$ cat src/hdl/wdt_pkg.sv
// Constants for the watchdog time-out and vector block.
// Assumes a single 20 MHz system clock and an Avalon-MM register port.
package wdt_pkg;
	// ------------------------------------------------------------
	// Register map (word aligned byte addresses)
	// ------------------------------------------------------------
	localparam logic [3:0] ADDR_CONTROL = 4'h0;
	localparam logic [3:0] ADDR_RESET_CAUSE = 4'h4;
	localparam logic [3:0] ADDR_IRQ_STATUS = 4'h8;
	localparam logic [3:0] ADDR_IRQ_MASK = 4'hc;
	// ------------------------------------------------------------
	// Control and reset-cause register fields
	// ------------------------------------------------------------
	localparam int BIT_IRQ_FLAG = 7;
	localparam int BIT_IRQ_ENABLE = 6;
	localparam int BIT_SEL_MSB = 5;
	localparam int BIT_UNLOCK = 4;
	localparam int BIT_RESET_ENABLE = 3;
	localparam int BIT_CAUSE_FLAG = 3;
	localparam logic [7:0] CONTROL_RESET = 8'h00;
	// ------------------------------------------------------------
	// Timing, vectors and event bits
	// ------------------------------------------------------------
	localparam logic [2:0] UNLOCK_CYCLES = 3'h4;
	localparam logic [3:0] SEL_MAX = 4'h9;
	localparam int BASE_SHIFT = 11;
	localparam logic [15:0] VEC_RESET = 16'h0000;
	localparam logic [15:0] VEC_TIMEOUT_LARGE = 16'h000a;
	localparam logic [15:0] VEC_TIMEOUT_SMALL = 16'h0005;
	localparam int EVT_TIMEOUT = 0;
	localparam int EVT_SYSRESET = 1;
endpackage

$ cat src/hdl/wdt_block.sv
// Watchdog control register, time-out logic and vector selection.
// Assumes a core that reports vector execution and watchdog-reset instructions as pulses.
//
// Summary of operation
// Cause flag forces reset enable high
// Software clears cause flag before enable
// Four-bit select at bits 5,2..0
// Codes 0-9 give 2048 to 1048576 cycles
// Watchdog reset enters vector at 0x0000
// Time-out vector six at 0x000a/0x0005
// Unlock write then change within four
// Unlock bit self-clears after four cycles
// Time-out sets flag, vector or one clears
// Combined mode: vector clears enable and flag
// Counter restarts on instruction, compares selection
`timescale 1ns/10ps
`default_nettype none
module wdt_block
	import wdt_pkg::*;
(
	input wire logic mclk,
	input wire logic resetn,
	input wire logic [3:0] avs_address,
	input wire logic avs_read,
	input wire logic avs_write,
	input wire logic [31:0] avs_writedata,
	output logic [31:0] avs_readdata,
	output logic avs_waitrequest,
	input wire logic large_memory,
	input wire logic osc_tick,
	input wire logic wdr_instr,
	input wire logic vector_taken,
	input wire logic global_irq_en,
	output logic irq_request,
	output logic [15:0] vector_address,
	output logic system_reset,
	output logic irq
);
	// ------------------------------------------------------------
	// Reset release
	// ------------------------------------------------------------
	logic rst_a_q;
	logic rst_n;
	always_ff @(posedge mclk or negedge resetn) begin
		if (!resetn) begin
			rst_a_q <= 1'b0;
			rst_n <= 1'b0;
		end else begin
			rst_a_q <= 1'b1;
			rst_n <= rst_a_q;
		end
	end
	// ------------------------------------------------------------
	// Bus decode
	// ------------------------------------------------------------
	logic ack_q;
	logic [7:0] ctrl_q;
	logic cause_q;
	logic [1:0] status_q;
	logic [1:0] mask_q;
	logic [2:0] unlock_q;
	logic [15:0] vec_q;
	logic sysrst_q;
	wire logic access = (avs_read || avs_write) && !ack_q;
	wire logic wr = avs_write && ack_q;
	wire logic wr_ctrl = wr && (avs_address == ADDR_CONTROL);
	wire logic wr_cause = wr && (avs_address == ADDR_RESET_CAUSE);
	wire logic wr_stat = wr && (avs_address == ADDR_IRQ_STATUS);
	wire logic wr_mask = wr && (avs_address == ADDR_IRQ_MASK);
	wire logic [7:0] wd = avs_writedata[7:0];
	assign avs_waitrequest = (avs_read || avs_write) && !ack_q;
	always_ff @(posedge mclk or negedge rst_n) begin
		if (!rst_n) begin
			ack_q <= 1'b0;
		end else begin
			ack_q <= access;
		end
	end
	logic [31:0] rd;
	always_comb begin
		if (avs_address == ADDR_CONTROL) begin
			rd = {24'h0, ctrl_q};
		end else if (avs_address == ADDR_RESET_CAUSE) begin
			rd = {28'h0, cause_q, 3'h0};
		end else if (avs_address == ADDR_IRQ_STATUS) begin
			rd = {30'h0, status_q};
		end else if (avs_address == ADDR_IRQ_MASK) begin
			rd = {30'h0, mask_q};
		end else begin
			rd = 32'h0;
		end
	end
	always_ff @(posedge mclk or negedge rst_n) begin
		if (!rst_n) begin
			avs_readdata <= 32'h0;
		end else if (access && avs_read) begin
			avs_readdata <= rd;
		end
	end
	// ------------------------------------------------------------
	// Control register
	// ------------------------------------------------------------
	wire logic unlocked = ctrl_q[BIT_UNLOCK];
	wire logic open_req = wd[BIT_UNLOCK] && wd[BIT_RESET_ENABLE];
	wire logic [3:0] sel = {ctrl_q[BIT_SEL_MSB], ctrl_q[2:0]};
	wire logic wdt_enabled = ctrl_q[BIT_RESET_ENABLE] || ctrl_q[BIT_IRQ_ENABLE];
	wire logic timeout;
	wire logic wdt_vec = vector_taken && irq_request;
	wire logic reset_now = timeout && ctrl_q[BIT_RESET_ENABLE]
		&& !(ctrl_q[BIT_IRQ_ENABLE]);
	wire logic irq_event = timeout && ctrl_q[BIT_IRQ_ENABLE];
	logic [7:0] ctrl_d;
	always_comb begin
		ctrl_d = ctrl_q;
		if (wr_ctrl) begin
			ctrl_d[BIT_IRQ_ENABLE] = wd[BIT_IRQ_ENABLE];
			if (wd[BIT_IRQ_FLAG]) begin
				ctrl_d[BIT_IRQ_FLAG] = 1'b0;
			end
			if (unlocked && !wd[BIT_UNLOCK]) begin
				ctrl_d[BIT_RESET_ENABLE] = wd[BIT_RESET_ENABLE];
				ctrl_d[BIT_SEL_MSB] = wd[BIT_SEL_MSB];
				ctrl_d[2:0] = wd[2:0];
				ctrl_d[BIT_UNLOCK] = 1'b0;
			end else if (open_req) begin
				ctrl_d[BIT_UNLOCK] = 1'b1;
				ctrl_d[BIT_RESET_ENABLE] = 1'b1;
			end else if (wd[BIT_RESET_ENABLE]) begin
				ctrl_d[BIT_RESET_ENABLE] = 1'b1;
			end
		end
		if (unlocked && unlock_q == 3'h1) begin
			ctrl_d[BIT_UNLOCK] = 1'b0;
		end
		if (wdt_vec) begin
			ctrl_d[BIT_IRQ_FLAG] = 1'b0;
			if (ctrl_q[BIT_RESET_ENABLE]) begin
				ctrl_d[BIT_IRQ_ENABLE] = 1'b0;
			end
		end
		if (irq_event) begin
			ctrl_d[BIT_IRQ_FLAG] = 1'b1;
		end
		if (cause_q) begin
			ctrl_d[BIT_RESET_ENABLE] = 1'b1;
		end
	end
	always_ff @(posedge mclk or negedge rst_n) begin
		if (!rst_n) begin
			ctrl_q <= CONTROL_RESET;
			unlock_q <= 3'h0;
		end else begin
			ctrl_q <= ctrl_d;
			unlock_q <= (ctrl_d[BIT_UNLOCK] && !unlocked) ? UNLOCK_CYCLES :
				(unlock_q != 3'h0 ? 3'(unlock_q - 3'h1) : 3'h0);
		end
	end
	// The cause flag survives the watchdog's own reset pulse, set on time-out reset.
	always_ff @(posedge mclk or negedge rst_n) begin
		if (!rst_n) begin
			cause_q <= 1'b0;
		end else if (reset_now) begin
			cause_q <= 1'b1;
		end else if (wr_cause && !wd[BIT_CAUSE_FLAG]) begin
			cause_q <= 1'b0;
		end
	end
	// ------------------------------------------------------------
	// Counter, reset and vectors
	// ------------------------------------------------------------
	wdt_counter u_counter (
		.mclk(mclk),
		.rst_n(rst_n),
		.run(wdt_enabled),
		.tick(osc_tick),
		.restart(wdr_instr),
		.sel(sel),
		.timeout(timeout)
	);
	assign irq_request = ctrl_q[BIT_IRQ_FLAG] && ctrl_q[BIT_IRQ_ENABLE] && global_irq_en;
	assign system_reset = sysrst_q;
	assign vector_address = vec_q;
	always_ff @(posedge mclk or negedge rst_n) begin
		if (!rst_n) begin
			sysrst_q <= 1'b0;
			vec_q <= VEC_RESET;
		end else begin
			sysrst_q <= reset_now;
			if (reset_now) begin
				vec_q <= VEC_RESET;
			end else if (irq_request) begin
				vec_q <= large_memory ? VEC_TIMEOUT_LARGE : VEC_TIMEOUT_SMALL;
			end
		end
	end
	// ------------------------------------------------------------
	// Event status and interrupt
	// ------------------------------------------------------------
	wire logic [1:0] events = {reset_now, irq_event};
	always_ff @(posedge mclk or negedge rst_n) begin
		if (!rst_n) begin
			status_q <= 2'h0;
			mask_q <= 2'h0;
		end else begin
			status_q <= events | (status_q & ~(wr_stat ? wd[1:0] : 2'h0));
			if (wr_mask) begin
				mask_q <= wd[1:0];
			end
		end
	end
	assign irq = |(status_q & mask_q);
endmodule
`default_nettype wire

$ cat src/hdl/wdt_counter.sv
// Watchdog cycle counter on the watchdog-oscillator tick.
// Assumes the tick input is a one-cycle pulse in the system clock domain.
`timescale 1ns/10ps
`default_nettype none
module wdt_counter
	import wdt_pkg::*;
(
	input wire logic mclk,
	input wire logic rst_n,
	input wire logic run,
	input wire logic tick,
	input wire logic restart,
	input wire logic [3:0] sel,
	output logic timeout
);
	logic [20:0] count_q;
	logic [20:0] limit;
	wire logic [3:0] sel_ok;
	assign sel_ok = (sel > SEL_MAX) ? SEL_MAX : sel;
	assign limit = 21'(21'h1 << (BASE_SHIFT + int'(sel_ok)));
	assign timeout = run && tick && (21'(count_q + 21'h1) >= limit);
	always_ff @(posedge mclk or negedge rst_n) begin
		if (!rst_n) begin
			count_q <= '0;
		end else if (restart || !run || timeout) begin
			count_q <= '0;
		end else if (tick) begin
			count_q <= 21'(count_q + 21'h1);
		end
	end
endmodule
`default_nettype wire

$ cat config.mk
export PLATFORM = sky130hd
export DESIGN_NAME = wdt_block
export DESIGN_NICKNAME = d
export VERILOG_FILES = /design/src/hdl/wdt_pkg.sv /design/src/hdl/wdt_block.sv /design/src/hdl/wdt_counter.sv
export SDC_FILE = /design/constraint.sdc
export NUM_CORES = 1
export LEC_CHECK = 0
export ABC_AREA = 1
export BUFFER_PORTS_ARGS = -buffer_cell sky130_fd_sc_hd__buf_2
export CORE_ASPECT_RATIO = 0.6
export CORE_MARGIN = 10
export CORE_UTILIZATION = 48
export CTS_CLUSTER_SIZE = 25
export DETAILED_ROUTE_END_ITERATION = 7
export GPL_TIMING_DRIVEN = 0
export PLACE_DENSITY = 0.73
export SLEW_MARGIN = 30
export SYNTH_ARGS = -nofsm -noshare
export SYNTH_HDL_FRONTEND = slang
export SYNTH_HIERARCHICAL = 1
export SYNTH_SLANG_ARGS = --single-unit
$ cat constraint.sdc
create_clock -name mclk -period 2.35 [get_ports mclk]
set_clock_uncertainty 0.2 [all_clocks]
set_input_delay 0.235 -clock mclk [delete_from_list [all_inputs] [get_ports mclk]]
set_output_delay 0.235 -clock mclk [all_outputs]
set_load 0.05 [all_outputs]
After elaboration in Yosys (flattened, before gate mapping)
Index checks and enable logic that the tools add are counted.
- reduce and logical (&&, ||, !) cells: 43
- mux-type cells: 28
- equality and inequality tests: 4
- magnitude comparators: 2
- shifts and indexed selects: 1
- bitwise logic cells: 4
- $add $sub $neg: 3
- operators by type and width (kind ; count):
    21-bit 2-to-1 mux ; 2
    16-bit 2-to-1 mux ; 2
    32-bit 2-to-1 mux ; 1
    1-bit by 32-bit << shifter with 21-bit output (first input constant) ; 1
    21-bit by 1-bit adder with 21-bit output (second input constant) ; 1
    21-bit >= comparator ; 1
    1-bit logical AND ; 20
    4-bit 2-to-1 mux ; 3
    1-bit 2-to-1 mux ; 11
    2-bit 2-to-1 mux ; 5
    3-bit 2-to-1 mux ; 3
    3-bit nonzero test ; 3
    4-bit == test (second input constant) ; 2
    8-bit 2-to-1 mux ; 1
    2-bit nonzero test ; 4
    1-bit zero test ; 6
    2-bit AND reduction ; 3
    4-bit by 4-bit adder with 5-bit output (first input constant) ; 1
    2-bit bitwise AND ; 2
    4-bit by 3-bit == test with 1-bit output (second input constant) ; 1
    4-bit greater-than comparator (second input constant) ; 1
    4-bit zero test ; 1
    1-bit logical OR ; 4
    4-bit nonzero test ; 1
    other kinds (5) ; 5
- input port bits: 45
- logic and storage cells: 100
- output and inout port bits: 52
- register bits: 89

Longest topological paths before layout
Gate-level depths: netlist of run 1.
- depth after elaboration: 9
- mapped depth: 26
- mapped depth without buffers: 26

Modules after synthesis
Netlist of run 1, hierarchy kept.
- by module, submodules not included (module ; sequential area each (um^2) ; area an instance (um^2) ; times used ; cells each):
    wdt_counter ; 525.5 ; 2229.6 ; 1 ; 343
    wdt_block ; 750.7 ; 1686.6 ; 1 ; 202

Worst setup path before layout of run 1
No wires, ideal clock.
- kind: reg2reg
- start: register ctrl_q[5]
- end: register vec_q[2] (netlist: vector_address[2])
- buffers on the path: 0
- period minus slack after synthesis: 3.347 ns
- data required time: 2.067 ns
- slack: -0.997 ns
- stages on the path, launching flop included: 23
- arrival: 3.064 ns
- setup time: 0.083 ns
- cells stage by stage: dfrtp_1 inv_1 a21oi_2 nor2_2 inv_2 nand2_4 inv_1 ha_1 nor4_1 nand2_1 ha_1 a21o_1 nor2_1 nand2_1 nand2_1 inv_1 nor2_1 nand2_1 nand3_1 inv_1 nand3_1 nand3_1 o21ai_0
- word-level cells in the longest chain between the ends: 9
- elaborated cells on any way between the ends: 10
- classes of those cells: add/sub (1); order compare (2); shift (1); mux (2); reduce/logical (4)
- ends and longest elaborated chain (what ; line ; text):
    start, declared ; wdt_block.sv:57 ; logic [7:0] ctrl_q;
    start signal, assigned ; wdt_block.sv:153 ; ctrl_q <= ctrl_d;
    4-bit greater-than comparator ; wdt_counter.sv:19 ; assign sel_ok = (sel > SEL_MAX) ? SEL_MAX : sel;
    4-bit 2-to-1 mux * ; wdt_counter.sv:19 ;
    4-bit by 4-bit adder with 5-bit output * ; wdt_counter.sv:20 ; assign limit = 21'(21'h1 << (BASE_SHIFT + int'(sel_ok)));
    1-bit by 32-bit << shifter with 21-bit output * ; wdt_counter.sv:20 ;
    21-bit >= comparator * ; wdt_counter.sv:21 ; assign timeout = run && tick && (21'(count_q + 21'h1) >= limit);
    1-bit logical AND * ; wdt_counter.sv:21 ;
    via timeout ; wdt_block.sv:107 ; wire logic timeout;
    1-bit logical AND * ; wdt_block.sv:109 ; wire logic reset_now = timeout && ctrl_q[BIT_RESET_ENABLE]
    1-bit logical AND * ; wdt_block.sv:110 ; && !(ctrl_q[BIT_IRQ_ENABLE]);
    16-bit 2-to-1 mux or 2-bit nonzero test (tied branches) ; n/a ;
    end signal, assigned ; wdt_block.sv:192 ; vec_q <= large_memory ? VEC_TIMEOUT_LARGE : VEC_TIMEOUT_SMALL;
    end, declared ; wdt_block.sv:62 ; logic [15:0] vec_q;
The timed path passes the listed nets; every way through them passes the cells marked *.
A chain may end at the register's enable or synchronous reset.

Final worst setup path of run 1
- start: register u_counter.count_q[12]
- end: register cause_q
- word-level cells in the longest chain between the ends: 6
- elaborated cells on any way between the ends: 7
- classes of those cells: add/sub (1); order compare (1); mux (1); reduce/logical (4)
- ends and longest elaborated chain (what ; line ; text):
    start, declared ; wdt_counter.sv:16 ; logic [20:0] count_q;
    start signal, assigned ; wdt_counter.sv:28 ; count_q <= 21'(count_q + 21'h1);
    21-bit by 1-bit adder with 21-bit output * ; wdt_counter.sv:21 ;
    21-bit >= comparator * ; wdt_counter.sv:21 ;
    1-bit logical AND * ; wdt_counter.sv:21 ;
    via timeout ; wdt_block.sv:107 ;
    1-bit logical AND * ; wdt_block.sv:109 ;
    1-bit logical AND * ; wdt_block.sv:110 ;
    1-bit 2-to-1 mux or 2-bit nonzero test (tied branches) ; n/a ;
    end signal, assigned ; wdt_block.sv:161 ; cause_q <= 1'b0;
    end signal, assigned ; wdt_block.sv:163 ; cause_q <= 1'b1;
    end signal, assigned ; wdt_block.sv:165 ; cause_q <= 1'b0;
    end, declared ; wdt_block.sv:58 ; logic cause_q;
Marks and branches as above.

==> results by group, run 1 <==
Floorplanning
  – Die W: 137 um
  – I/O pin count: slightly below 100
  – Die Ht: ~90 um
  – Die area: roughly 12000 um^2
  – Initial Util: between 40% and 50%
  – Row count: 25
  – CORE AREA: between 7000 and 8000 um^2

STA
  – FMAX: between 300 and 400 MHz
  – Slew Limit Fails: 0
  – Final worst-path cycle share: 139%
  – Fin crit period: between 3 and 4 ns
  – RSZ-0062 raised after global routing: yes
  – Setup violations, final: 28
  – Hold Slack: 0.0429 ns
  – Setup tns final: -22.50 ns
  – Worst-margin pin slew: approximately 0.66 ns
  – Final hold vios: 0
  – Setup WS post-layout: -0.907 ns
  – Worst slew margin: between 50 and 60%

Clock tree
  – Sink Count: 51
  – H-tree depth: 2
  – CTS Root Cell: clkbuf_16
  – Clock latency at the later pin of the worst-skew pair: 0.30 ns
  – Clock Pin Slew Worst Setup and Hold Paths: roughly 0.07 ns
  – TritonCTS Buffers: 5
  – CTS Buffer Depth: 2
  – CTS tree: yes

Final layout
  – Sequential cell area: 1280 um^2
  – Layout cell share with drive strength beyond 1: 36.1%
  – NumNets Final: around 720
  – Area growth syn-to-layout: 35.4%
  – Fill cells: roughly 630
  – Final Core Density: 67.0%
  – Area of the multi-input gates: ~2600 um^2
  – Post-Layout Cell Count: 762

Power and ir drop
  – Final Power: 3.25 mW
  – Net Sw Frac: 41.8%
  – Sequential Power Share: between 30% and 40%
  – Net Switching: about 1.4 mW
  – PwrDens: 612 nW/um^2
  – Combinational share of power: 41.8%
  – IR drop worst, VDD: roughly 0.00033 V
  – Clk pwr share: between 20% and 30%
  – Internal power: 1.89 mW
  – Static leakage: ~2.7 nW

Status
  – Failing checks: setup timing
  – Status: finished with violations

Synthesis
  – Syn_area_per_cell: about 7.2 um^2
  – EDFF count, synth: 0
  – Sequential area share after synthesis: approximately 33%
  – Synth async-reset ratio: 100%
  – Cell Area, Synth: roughly 3900 um^2
  – Top-area cell type share of the netlist area: between 30% and 40%
  – Mapped Cells: about 550
  – Top_reg_cell synth: dfrtp_1
  – Synth area leader: dfrtp_1
  – Yosys reg bits: 51
  – Yosys synthesis warning count: 6
  – Unique masters post-synth: 36
  – Largest cells by area after synthesis: dfrtp_1 (33%), nand2_1 (15%), ha_1 (8.0%)

Detailed routing
  – Vias after detailed routing: ~3900
  – Drt pass-1 iters: 5
  – DR WL/cell: between 15 and 20 um
  – Residual DRC: 0
  – DRT iter0 DRCs: 362
  – WL final: between 10000 and 15000 um
  – Vias/cell: ~5.1
  – Antenna Nets Post-Route: 0

Place
  – Final HPWL DP: about 8000 um
  – Placed cells: ~720
  – Port Buffer Count: 36
  – Gpl congestion: approximately 0.92

Hold path
  – Min-Delay Path Class: in -> async

Setup path
  – Crit. End Element: flop
  – CP Data Required Time: 2.34 ns
  – Startpoint Class: flop
  – Biggest fanout along the worst timing path: 5
  – CP Class: reg -> reg
  – Critical Path AT: ~3.2 ns

Global routing
  – Initial antenna violation count: 1
  – First-pass GRT wire length: 18400 um
  – Largest net degree at the start of global routing: 50
  – Vias in the first global route: roughly 3600
  – Grt total ovfl: 0
  – GRT Total Usage: a little under a fifth

Job
  – Max Cap Viol: 0
final timing paths:
path / start / end / slack [ns] / depth (start not counted)
min reg2reg: rst_a_q / rst_n / 0.15 / 0
min: resetn / rst_n / 0.04 / 2
min in group mclk: avs_writedata[7] / ctrl_q[7] / 0.04 / 4
max: u_counter/count_q[12] / cause_q / -0.91 / 21
max reg2reg: u_counter/count_q[12] / cause_q / -0.91 / 21
max in group asynchronous: rst_n / ctrl_q[2] / 1.32 / 0
per-stage QoR:
step	setup slack, ns	instance area, um^2
6_report	-0.907	5300
5_1_grt	-1.06	5300
4_1_cts	-0.790	5050
3_3_place_gp	-1.20	4470
3_5_place_dp	-1.23	4470
2_1_floorplan	-0.707	4150
registers in the layout, summed over array words and instances, names as in the netlist, 2 cells and up:
name / flops
mask_q: 2
vector_address: 2
u_counter/count_q: 21
ctrl_q: 8
unlock_q: 3
status_q: 2
avs_readdata: 8
layout by cell type, fill, tap and decap left out, types with 2 or more instances in the layout:
cell and count:
nand2_1 138, a21o_1 2, xor2_2 2, dfrtp_1 47, buf_4 54, inv_1 60, nand3_1 24, clkbuf_1 2
nand3_4 3, nor3_2 2, conb_1 37, nor2_1 22, clkbuf_16 6, nand3_2 13, o21ai_0 15, buf_2 37
buf_6 6, ha_4 11, nand4_1 7, dlygate4sd3_1 8, ha_1 14, inv_4 4, nor2_2 11, o21ai_2 13
nor3_1 5, nand2_2 20, dfrtp_2 3, a21oi_2 2, nand2_4 6, inv_2 14, xor2_1 9, nor2_4 17
a21oi_1 7, o21ai_1 14
cell families (layout without fill, tap and decap cells):
group | count (synthesis) | after routing | share of synthesized area, %
adder cells (fa/ha/maj) | 25 | 25 | 7.99
other | 2 | 38 | 0.192
buffers and inverters | 123 | 196 | 16.1
XOR/XNOR | 12 | 12 | 2.68
AO/OA/AOI/OAI | 56 | 56 | 7.83
flip-flops | 51 | 51 | 32.6
AND/OR/NAND/NOR | 276 | 276 | 32.7
critical path: stages (launching register included):
cell and delay [ns]:
dfrtp_2 0.42, nand2_1 0.13, nor2_2 0.22, nand3_1 0.15
nor2_2 0.16, nand2_1 0.07, xor2_1 0.25, inv_1 0.09
ha_1 0.29, nand2_1 0.12, a21oi_1 0.06, nor2_1 0.15
nand2_2 0.10, inv_2 0.06, nand2_2 0.06, nor2_4 0.11
nand2_1 0.07, nand3_1 0.08, inv_2 0.06, nand3_4 0.10
buf_12 0.13, nand2_2 0.04
cells in the mapped netlist (8+ instances only):
library cell	n
nand2_1	158
inv_1	75
dfrtp_1	51
buf_4	38
nand3_1	37
nor2_1	36
ha_1	25
o21ai_0	24
o21ai_1	15
xor2_1	11
a21oi_1	9
nor3_1	8
power by group through the flow:
stage          combinational [mW]  clock [mW]  sequential [mW]
2_1_floorplan               0.753           0             1.15
3_3_place_gp                 1.00           0             1.11
6_report                     1.36       0.788             1.10
3_5_place_dp                 1.02           0             1.11
4_1_cts                      1.20       0.783             1.09
5_1_grt                      1.47       0.832             1.12
cell type report:
cell class | instances | share of cell area, %
flip-flops and latches | 51 | 24.2
inverters | 78 | 5.71
clock buffers | 6 | 2.62
clock inverters | 2 | 0.260
well taps | 108 | 2.55
diodes | 1 | 0.0472
repair buffers | 65 | 8.66
multi-input cells | 406 | 49.4
plain buffers | 45 | 6.54
metal layers:
| layer | share of wire (%) | up-vias | routed length (um) | global-route usage, % |
|---|---|---|---|---|
| met5 | 0 | - | 0 | 0 |
| met4 | 1.7 | 0 | 199 | 6.54 |
| met3 | 7.1 | 19 | 835 | 4.00 |
| met2 | 46 | 159 | 5360 | 27.7 |
| met1 | 46 | 1838 | 5350 | 25.6 |
| li1 | - | 1856 | - | - |
repair_timing:
item,4_1_cts,5_1_grt
resized for setup,55,45
gates cloned,0,1
pin swaps,32,14
endpoints found under the hold margin,12,0
endpoints found under the setup margin,28,28
setup buffers,15,5
hold buffers,8,0
Note: power is estimated with default switching activity, not from simulation.
==> inputs of run 2 (changes only) <==
--- a/config.mk
+++ b/config.mk
@@ -5,7 +5,6 @@
 export SDC_FILE = /design/constraint.sdc
 export NUM_CORES = 1
 export LEC_CHECK = 0
-export ABC_AREA = 1
 export BUFFER_PORTS_ARGS = -buffer_cell sky130_fd_sc_hd__buf_2
 export CORE_ASPECT_RATIO = 0.6
 export CORE_MARGIN = 10
@@ -13,7 +12,7 @@
 export CTS_CLUSTER_SIZE = 25
 export DETAILED_ROUTE_END_ITERATION = 7
 export GPL_TIMING_DRIVEN = 0
-export PLACE_DENSITY = 0.73
+export PLACE_DENSITY = 0.74
 export SLEW_MARGIN = 30
 export SYNTH_ARGS = -nofsm -noshare
 export SYNTH_HDL_FRONTEND = slang
==> run 2 against run 1 <==
  * Largest power group is now registers
  * Hold slack lost 0.030 ns
  * Non-clock buffer count grew 21
  * Critical path type unchanged
  * The run still ends with setup timing left
  * Power shrank 26%
  * Maximum frequency shrank 14%
  * Critical path depth shrank 5
  * Design area shrank 7.6%
  * Sequential power shrank 11%
==> results by group, run 2 <==
STA
  – Slew Limit Fails: 0
  – RSZ-0062 raised after global routing: yes
  – Setup tns final: -37.94 ns
  – Worst slew margin: between 40% and 50%
  – Setup WS post-layout: -1.43 ns
  – Worst-margin pin slew: 0.774 ns
  – Final hold vios: 0
  – Setup violations, final: 28
  – Final worst-path cycle share: 161%
  – Fin crit period: about 3.8 ns
  – FMAX: 265 MHz

Synthesis
  – Largest cells by area after synthesis: dfrtp_1 (37%), ha_1 (9.0%), buf_4 (8.2%)
  – Post-Synth XOR/XNOR Area: 3.77%
  – Cell Area, Synth: approximately 3500 um^2
  – Top-count cell post-synth: dfrtp_1
  – EDFF count, synth: 0
  – Synth area leader: dfrtp_1
  – Compound-Gate Fraction of Synth Area: ~16%
  – Syn_area_per_cell: ~9.4 um^2
  – Post-Synth Simple-Gate Area: between 20% and 30%
  – Mux contribution to synthesized area: under 10%
  – Top-area cell type share of the netlist area: between 30 and 40%
  – Yosys synthesis warning count: 6
  – Sequential area share after synthesis: approximately 37%
  – Synth async-reset ratio: 100%
  – Commonest cells post-synth: dfrtp_1 (51), buf_4 (38), nand2_1 (37)
  – Mapped Cells: roughly 370
  – Main combinational cell family by area after synthesis: simple AND/OR/NAND/NOR gates
  – Yosys reg bits: between 50 and 60
  – Top_reg_cell synth: dfrtp_1
  – Unique masters post-synth: between 50 and 60
  – Post-Synth Adder-Cell Area: 8.98%

Final layout
  – Area growth syn-to-layout: 40.6%
  – Max reg flops: 21
  – Post-Layout Cell Count: 583
  – Top reg by flops: u_counter/count_q
  – Largest registers: u_counter/count_q: 21 flops, avs_readdata: 8 flops, ctrl_q: 8 flops
  – Commonest non-fill, non-tap cell in the layout: buf_4
  – Final Cell Area: 4900 um^2
  – Inserted Diodes: 0
  – Layout cell share with drive strength beyond 1: just over 40%
  – Leading cell types in the layout, fill and taps excluded: buf_4 (75), dfrtp_1 (44), conb_1 (37)
  – NumNets Final: roughly 570

Setup path
  – Biggest fanout along the worst timing path: 9
  – Most common cell on crit path: nor4_4
  – WP buf/inv: 3
  – Slowest-stage cell, CP: dfrtp_1
  – Critical Path AT: around 3.8 ns
  – CP Class: reg -> reg
  – Crit. End Element: flop
  – Delay-heaviest family, CP: simple AND/OR/NAND/NOR gates
  – Startpoint Class: flop
  – CP peak stage delay: 0.39 ns
  – Crit path cell chain: clkbuf_8 > a211oi_4 > buf_4 > ha_4 > nor4_4 > nand3_1 > ha_1 > nand2_2 > nor4_4 > nand2_1 > o311ai_4 > buf_6 > and3_4 > nand2_4 > nor2_4 > a21o_1
  – CP Data Required Time: approximately 2.4 ns

Power and ir drop
  – Clk pwr share: between 30% and 40%
  – IR drop worst, VDD: between 0.0004 and 0.0005 V
  – Static leakage: 2.48 nW
  – Net Switching: roughly 0.75 mW
  – PwrDens: ~490 nW/um^2
  – Net Sw Frac: between 30% and 40%
  – Combinational share of power: a little over a fifth
  – Internal power: between 1.5 and 2 mW
  – Sequential Power Share: 40.6%

Global routing
  – GRT Total Usage: a little under a fifth
  – First-pass GRT wire length: around 16000 um
  – GR peak layer: met2
  – Vias in the first global route: slightly above 3000
  – Largest net degree at the start of global routing: 32
  – Met1 usage: about a quarter
  – Routing usage on met2: 27.9%
  – Met3 Usage GRT: under 10%
  – Initial antenna violation count: 0
  – Grt total ovfl: 0

Floorplanning
  – CORE AREA: 6850 um^2
  – I/O pin count: between 90 and 100
  – Row count: 23
  – Die Ht: about 86 um
  – Die area: ~11000 um^2
  – Initial Util: 50.9%
  – Die W: ~130 um

Place
  – Port Buffer Count: 35
  – Placement Setup Slack: -1.72 ns
  – Gpl congestion: ~0.86
  – Placed cells: 530
  – Final HPWL DP: ~7400 um
  – Area after DPL: between 4000 and 5000 um^2

Detailed routing
  – Drt pass-1 iters: 5
  – DRT iter0 DRCs: approximately 320
  – Vias/cell: 5.45
  – WL final: between 10000 and 15000 um
  – Antenna Nets Post-Route: 0
  – DR WL/cell: between 15 and 20 um
  – Vias after detailed routing: 3178
  – Residual DRC: 0

Status
  – Failing checks: setup timing
  – Status: finished with violations

Clock tree
  – TritonCTS Buffers: 5
  – Sink Count: 51
  – CTS Buffer Depth: 2
  – CTS tree: yes
  – Clock latency at the later pin of the worst-skew pair: approximately 0.3 ns
  – CTS Root Cell: clkbuf_16
  – H-tree depth: 2
  – Clock Pin Slew Worst Setup and Hold Paths: around 0.070 ns

Hold path
  – Min-Delay Path Class: reg -> async

Job
  – Max Cap Viol: 0
run 2: cell count changes after synthesis, moves of 12 or more:
cell / previous run / this run
a22o_1: 1 / 20
inv_1: 75 / 8
nand2_1: 158 / 37
nand3_1: 37 / 18
nor2_1: 36 / 24
o21ai_0: 24 / 9
o21ai_1: 15 / 2
run 2: path summary, 6_finish.rpt:
kind,from,endpoint,slack (ns),depth (start not counted)
worst max-delay path,ctrl_q[0],status_q[1],-1.43,16
worst min-delay path,rst_n,u_counter/count_q[8],0.01,0
worst max register to register,ctrl_q[0],status_q[1],-1.43,16
worst min register to register,rst_n,u_counter/count_q[8],0.01,0
max in group asynchronous,rst_n,ctrl_q[1],1.47,1
min in group mclk,avs_read,ack_q,0.01,3
run 2: routing by layer:
metal	routed length (um)	share of wire, %
met4	74	0.71
met2	4660	45
met5	0	0
met3	850	8.1
met1	4890	47
run 2: what timing repair did:
item | CTS | global route
hold endpoints to repair | 10 | 0
buffers inserted | 25 | 14
gates resized for setup | 35 | 20
hold buffers | 7 | 0
pin swaps | 28 | 22
cloned | 0 | 1
setup endpoints to repair | 28 | 28
run 2: cells by family after synthesis:
logic type	count (synthesis)
simple gates	135
xor+xnor	15
compound gates	75
fa+ha+maj	25
flops	51
other cells	2
mux	11
buf+inv	58
run 2: stage by stage:
step / total power, mW / util [%] / hold WS (ns)
after global routing: 2.47 / 71.5 / 0.0190
after detailed placement: 1.44 / 60.1 / -0.176
after floorplan: 1.35 / - / -0.261
final: 2.40 / 71.5 / 0.0124
after global placement: 1.42 / 59.6 / -0.180
after CTS: 2.36 / 68.9 / 0.0124
run 2: worst register-to-register path: cells and delay by family, from the launching register on:
kind | cells | cell delay [ns]
DFF | 1 | 0.39
AOI/OAI and AO/OA | 3 | 0.66
and+or+nand+nor | 8 | 1.44
adders and majority gates | 2 | 0.55
buffers and inverters | 3 | 0.48
run 2: power by group through the flow:
stage	combinational (mW)	clock (mW)	sequential, mW
finish	0.526	0.897	0.974
global route	0.560	0.934	0.981
CTS	0.494	0.896	0.972
detailed placement	0.451	0	0.990
global placement	0.428	0	0.996
floorplan	0.344	0	1.00
run 2: layout make-up:
cell class | instances | area (um^2)
repair buffers | 83 | 586
well taps | 87 | 109
fillers | 482 | 1950
clock inverters | 2 | 38.8
flip-flops and latches | 51 | 1290
clock buffers | 6 | 139
inverters | 8 | 30.0
plain buffers | 48 | 355
multi-input cells | 298 | 2350
==> inputs of run 3 (changes only) <==
--- a/config.mk
+++ b/config.mk
@@ -16,5 +16,5 @@
 export SLEW_MARGIN = 30
 export SYNTH_ARGS = -nofsm -noshare
 export SYNTH_HDL_FRONTEND = slang
-export SYNTH_HIERARCHICAL = 1
 export SYNTH_SLANG_ARGS = --single-unit
+export TNS_END_PERCENT = 20
==> run 3 against run 2 <==
  * The run still ends with setup timing left
  * Design area fell by 4.3%
  * Synthesized cell count grew 5.4%
  * Setup slack better by 0.17 ns
  * Cell count rose by 3.3%
  * Register-to-register slack better by 0.17 ns
  * Critical endpoint is now cause_q
==> results by group, run 3 <==
Clock tree
  – CTS Buffer Depth: 2
  – Clock latency at the later pin of the worst-skew pair: approximately 0.30 ns
  – Clock Pin Slew Worst Setup and Hold Paths: ~0.070 ns
  – TritonCTS Buffers: 5
  – Sink Count: 51
  – CTS tree: yes
  – CTS Root Cell: clkbuf_16
  – H-tree depth: 2

Detailed routing
  – Vias after detailed routing: 3147
  – Drt pass-1 iters: 5
  – Vias/cell: between 5 and 6
  – Residual DRC: 0
  – WL final: 9850 um
  – DRT iter0 DRCs: approximately 300
  – DR WL/cell: ~16 um
  – Antenna Nets Post-Route: 0

Floorplanning
  – I/O pin count: slightly below 100
  – Row count: 24
  – Die W: between 100 and 150 um
  – Die Ht: about 87 um
  – CORE AREA: between 7000 and 8000 um^2
  – Initial Util: 49.2%
  – Die area: ~11000 um^2

STA
  – Final hold vios: 0
  – RSZ-0062 raised after global routing: yes
  – Hold Slack: between 0.02 and 0.025 ns
  – Worst-margin pin slew: roughly 0.65 ns
  – Setup violations, final: 28
  – Setup WS post-layout: -1.26 ns
  – Final worst-path cycle share: 153%
  – Slew Limit Fails: 0
  – Setup tns final: -34.25 ns
  – Worst slew margin: 56.4%
  – Fin crit period: between 3 and 4 ns
  – FMAX: 277 MHz

Final layout
  – Leading cell types in the layout, fill and taps excluded: nand2_1 (64), buf_4 (59), dfrtp_1 (46)
  – Inserted Diodes: 0
  – Top reg by flops: u_counter.count_q
  – Max reg flops: 21
  – Fill cells: between 500 and 600
  – Area growth syn-to-layout: 31.8%
  – Final Cell Area: around 4700 um^2
  – Post-Layout Cell Count: 602
  – Largest registers: u_counter.count_q: 21 flops, avs_readdata: 8 flops, ctrl_q: 8 flops
  – Commonest non-fill, non-tap cell in the layout: nand2_1
  – Final Core Density: ~65%
  – NumNets Final: ~570
  – Layout cell share with drive strength beyond 1: 32.5%

Place
  – Final HPWL DP: roughly 7000 um
  – Placed cells: 567
  – Area after DPL: just over 4000 um^2
  – Port Buffer Count: 35
  – Placement Setup Slack: -1.65 ns
  – Gpl congestion: 0.896

Synthesis
  – Synth async-reset ratio: 100%
  – Unique masters post-synth: 55
  – Syn_area_per_cell: approximately 9.1 um^2
  – Yosys synthesis warning count: 0
  – Top-count cell post-synth: nand2_1
  – Mapped Cells: a little under 400
  – Sequential area share after synthesis: 35.9%
  – Commonest cells post-synth: nand2_1 (67), dfrtp_1 (51), buf_4 (39)
  – Synth area leader: dfrtp_1
  – Top_reg_cell synth: dfrtp_1
  – Yosys reg bits: a little over 50
  – EDFF count, synth: 0
  – Largest cells by area after synthesis: dfrtp_1 (36%), ha_1 (9.5%), buf_4 (8.2%)
  – Top-area cell type share of the netlist area: between 30% and 40%
  – Cell Area, Synth: about 3600 um^2

Hold path
  – Min-Delay Path Class: in -> reg

Power and ir drop
  – Net Switching: 0.800 mW
  – IR drop worst, VDD: roughly 0.00034 V
  – Sequential Power Share: approximately 41%
  – Clk pwr share: between 30% and 40%
  – Combinational share of power: 23.8%
  – PwrDens: 518 nW/um^2
  – Final Power: approximately 2.4 mW
  – Static leakage: 2.33 nW
  – Internal power: about 1.6 mW
  – Net Sw Frac: around 33%

Setup path
  – Crit path cell chain: buf_4 > and3_4 > nor4b_4 > nand3_2 > and2_1 > or2_1 > ha_4 > nand2_4 > nor4_4 > nand2_1 > o311a_4 > nor4b_4 > buf_4 > nand2b_1
  – CP peak stage delay: 0.41 ns
  – Startpoint Class: flop
  – Biggest fanout along the worst timing path: 5
  – CP Data Required Time: 2.39 ns
  – Crit. End Element: flop
  – Slowest-stage cell, CP: dfrtp_1
  – Register-to-Register Setup Slack: -1.26 ns
  – CP Class: reg -> reg
  – Critical Path AT: about 3.7 ns

Status
  – Failing checks: setup timing
  – Status: finished with violations

Global routing
  – Met1 usage: a little under a quarter
  – Initial antenna violation count: 0
  – Largest net degree at the start of global routing: 50
  – GR peak layer: met2
  – GRT Total Usage: approximately 17%
  – Grt total ovfl: 0
  – Routing usage on met2: a little over a quarter
  – First-pass GRT wire length: 15800 um
  – Vias in the first global route: roughly 3000
  – Met3 Usage GRT: between 3 and 4%

Job
  – Max Cap Viol: 0
==> run 3: changes by cell type after synthesis, moves of 5 or more <==
cell,before,now
a21o_1,9,3
a22o_1,20,1
a32o_1,1,14
nand2_1,37,67
nand3_1,18,13
o211ai_1,1,6
o21ai_0,9,15
or2_1,0,5
==> run 3: path summary, 6_finish.rpt <==
check / end / start / cells past startpoint
setup reg to reg: cause_q / u_counter.count_q[1] / 14
max in group asynchronous: u_counter.count_q[6] / rst_n / 1
hold reg to reg: avs_readdata[7] / rst_n / 1
setup / recovery: cause_q / u_counter.count_q[1] / 14
min in group asynchronous: rst_n / resetn / 2
hold / removal: ack_q / avs_read / 3
==> run 3: what timing repair did <==
item                       in CTS  in global routing
gates cloned                    0                  0
hold buffers                    5                  0
hold endpoints to repair        6                  0
setup endpoints to repair      28                 28
pin swaps                      19                 10
buffers inserted               15                  8
gates resized for setup        27                 14
==> run 3: cell type report <==
type	instances	area [um^2]	area share, %
multi-input combinational	315	2250	48.0
sequential	51	1280	27.4
timing repair buffer	64	433	9.23
buffer	52	389	8.30
tap	104	130	2.78
clock buffer	5	125	2.67
clock inverter	3	43.8	0.934
inverter	8	30.0	0.641
==> run 3: worst max-delay path: cells and delay by family (launching register included) <==
kind                       cells  cell delay (ns)
and+or+nand+nor               10             1.96
AOI/OAI and AO/OA              1             0.35
DFF                            1             0.41
adders and majority gates      1             0.29
buffers and inverters          2             0.33
==> run 3: cell families (layout without fill, tap and decap cells) <==
group / count (synthesis) / in the layout / share of synthesized area (%)
other: 2 / 37 / 0.211
muxes: 10 / 10 / 3.02
adders and majority gates: 27 / 27 / 9.50
DFF: 51 / 51 / 35.9
xor gates and xnor gates: 13 / 13 / 3.20
buffers and inverters: 61 / 132 / 10.8
AOI/OAI and AO/OA: 69 / 69 / 14.2
and+or+nand+nor: 159 / 159 / 23.2
==> run 3: metal layers <==
metal	share of wire (%)	routed length, um
met1	46	4520
met2	46	4520
met3	7.0	689
met4	1.2	118
met5	0	0
==> run 3: power groups by stage <==
stage,Sequential [mW],Clock [mW],Combinational [mW]
2_1_floorplan,1.05,0,0.378
3_3_place_gp,1.02,0,0.502
3_5_place_dp,1.01,0,0.531
4_1_cts,0.995,0.861,0.559
5_1_grt,1.00,0.910,0.619
6_report,0.998,0.853,0.579
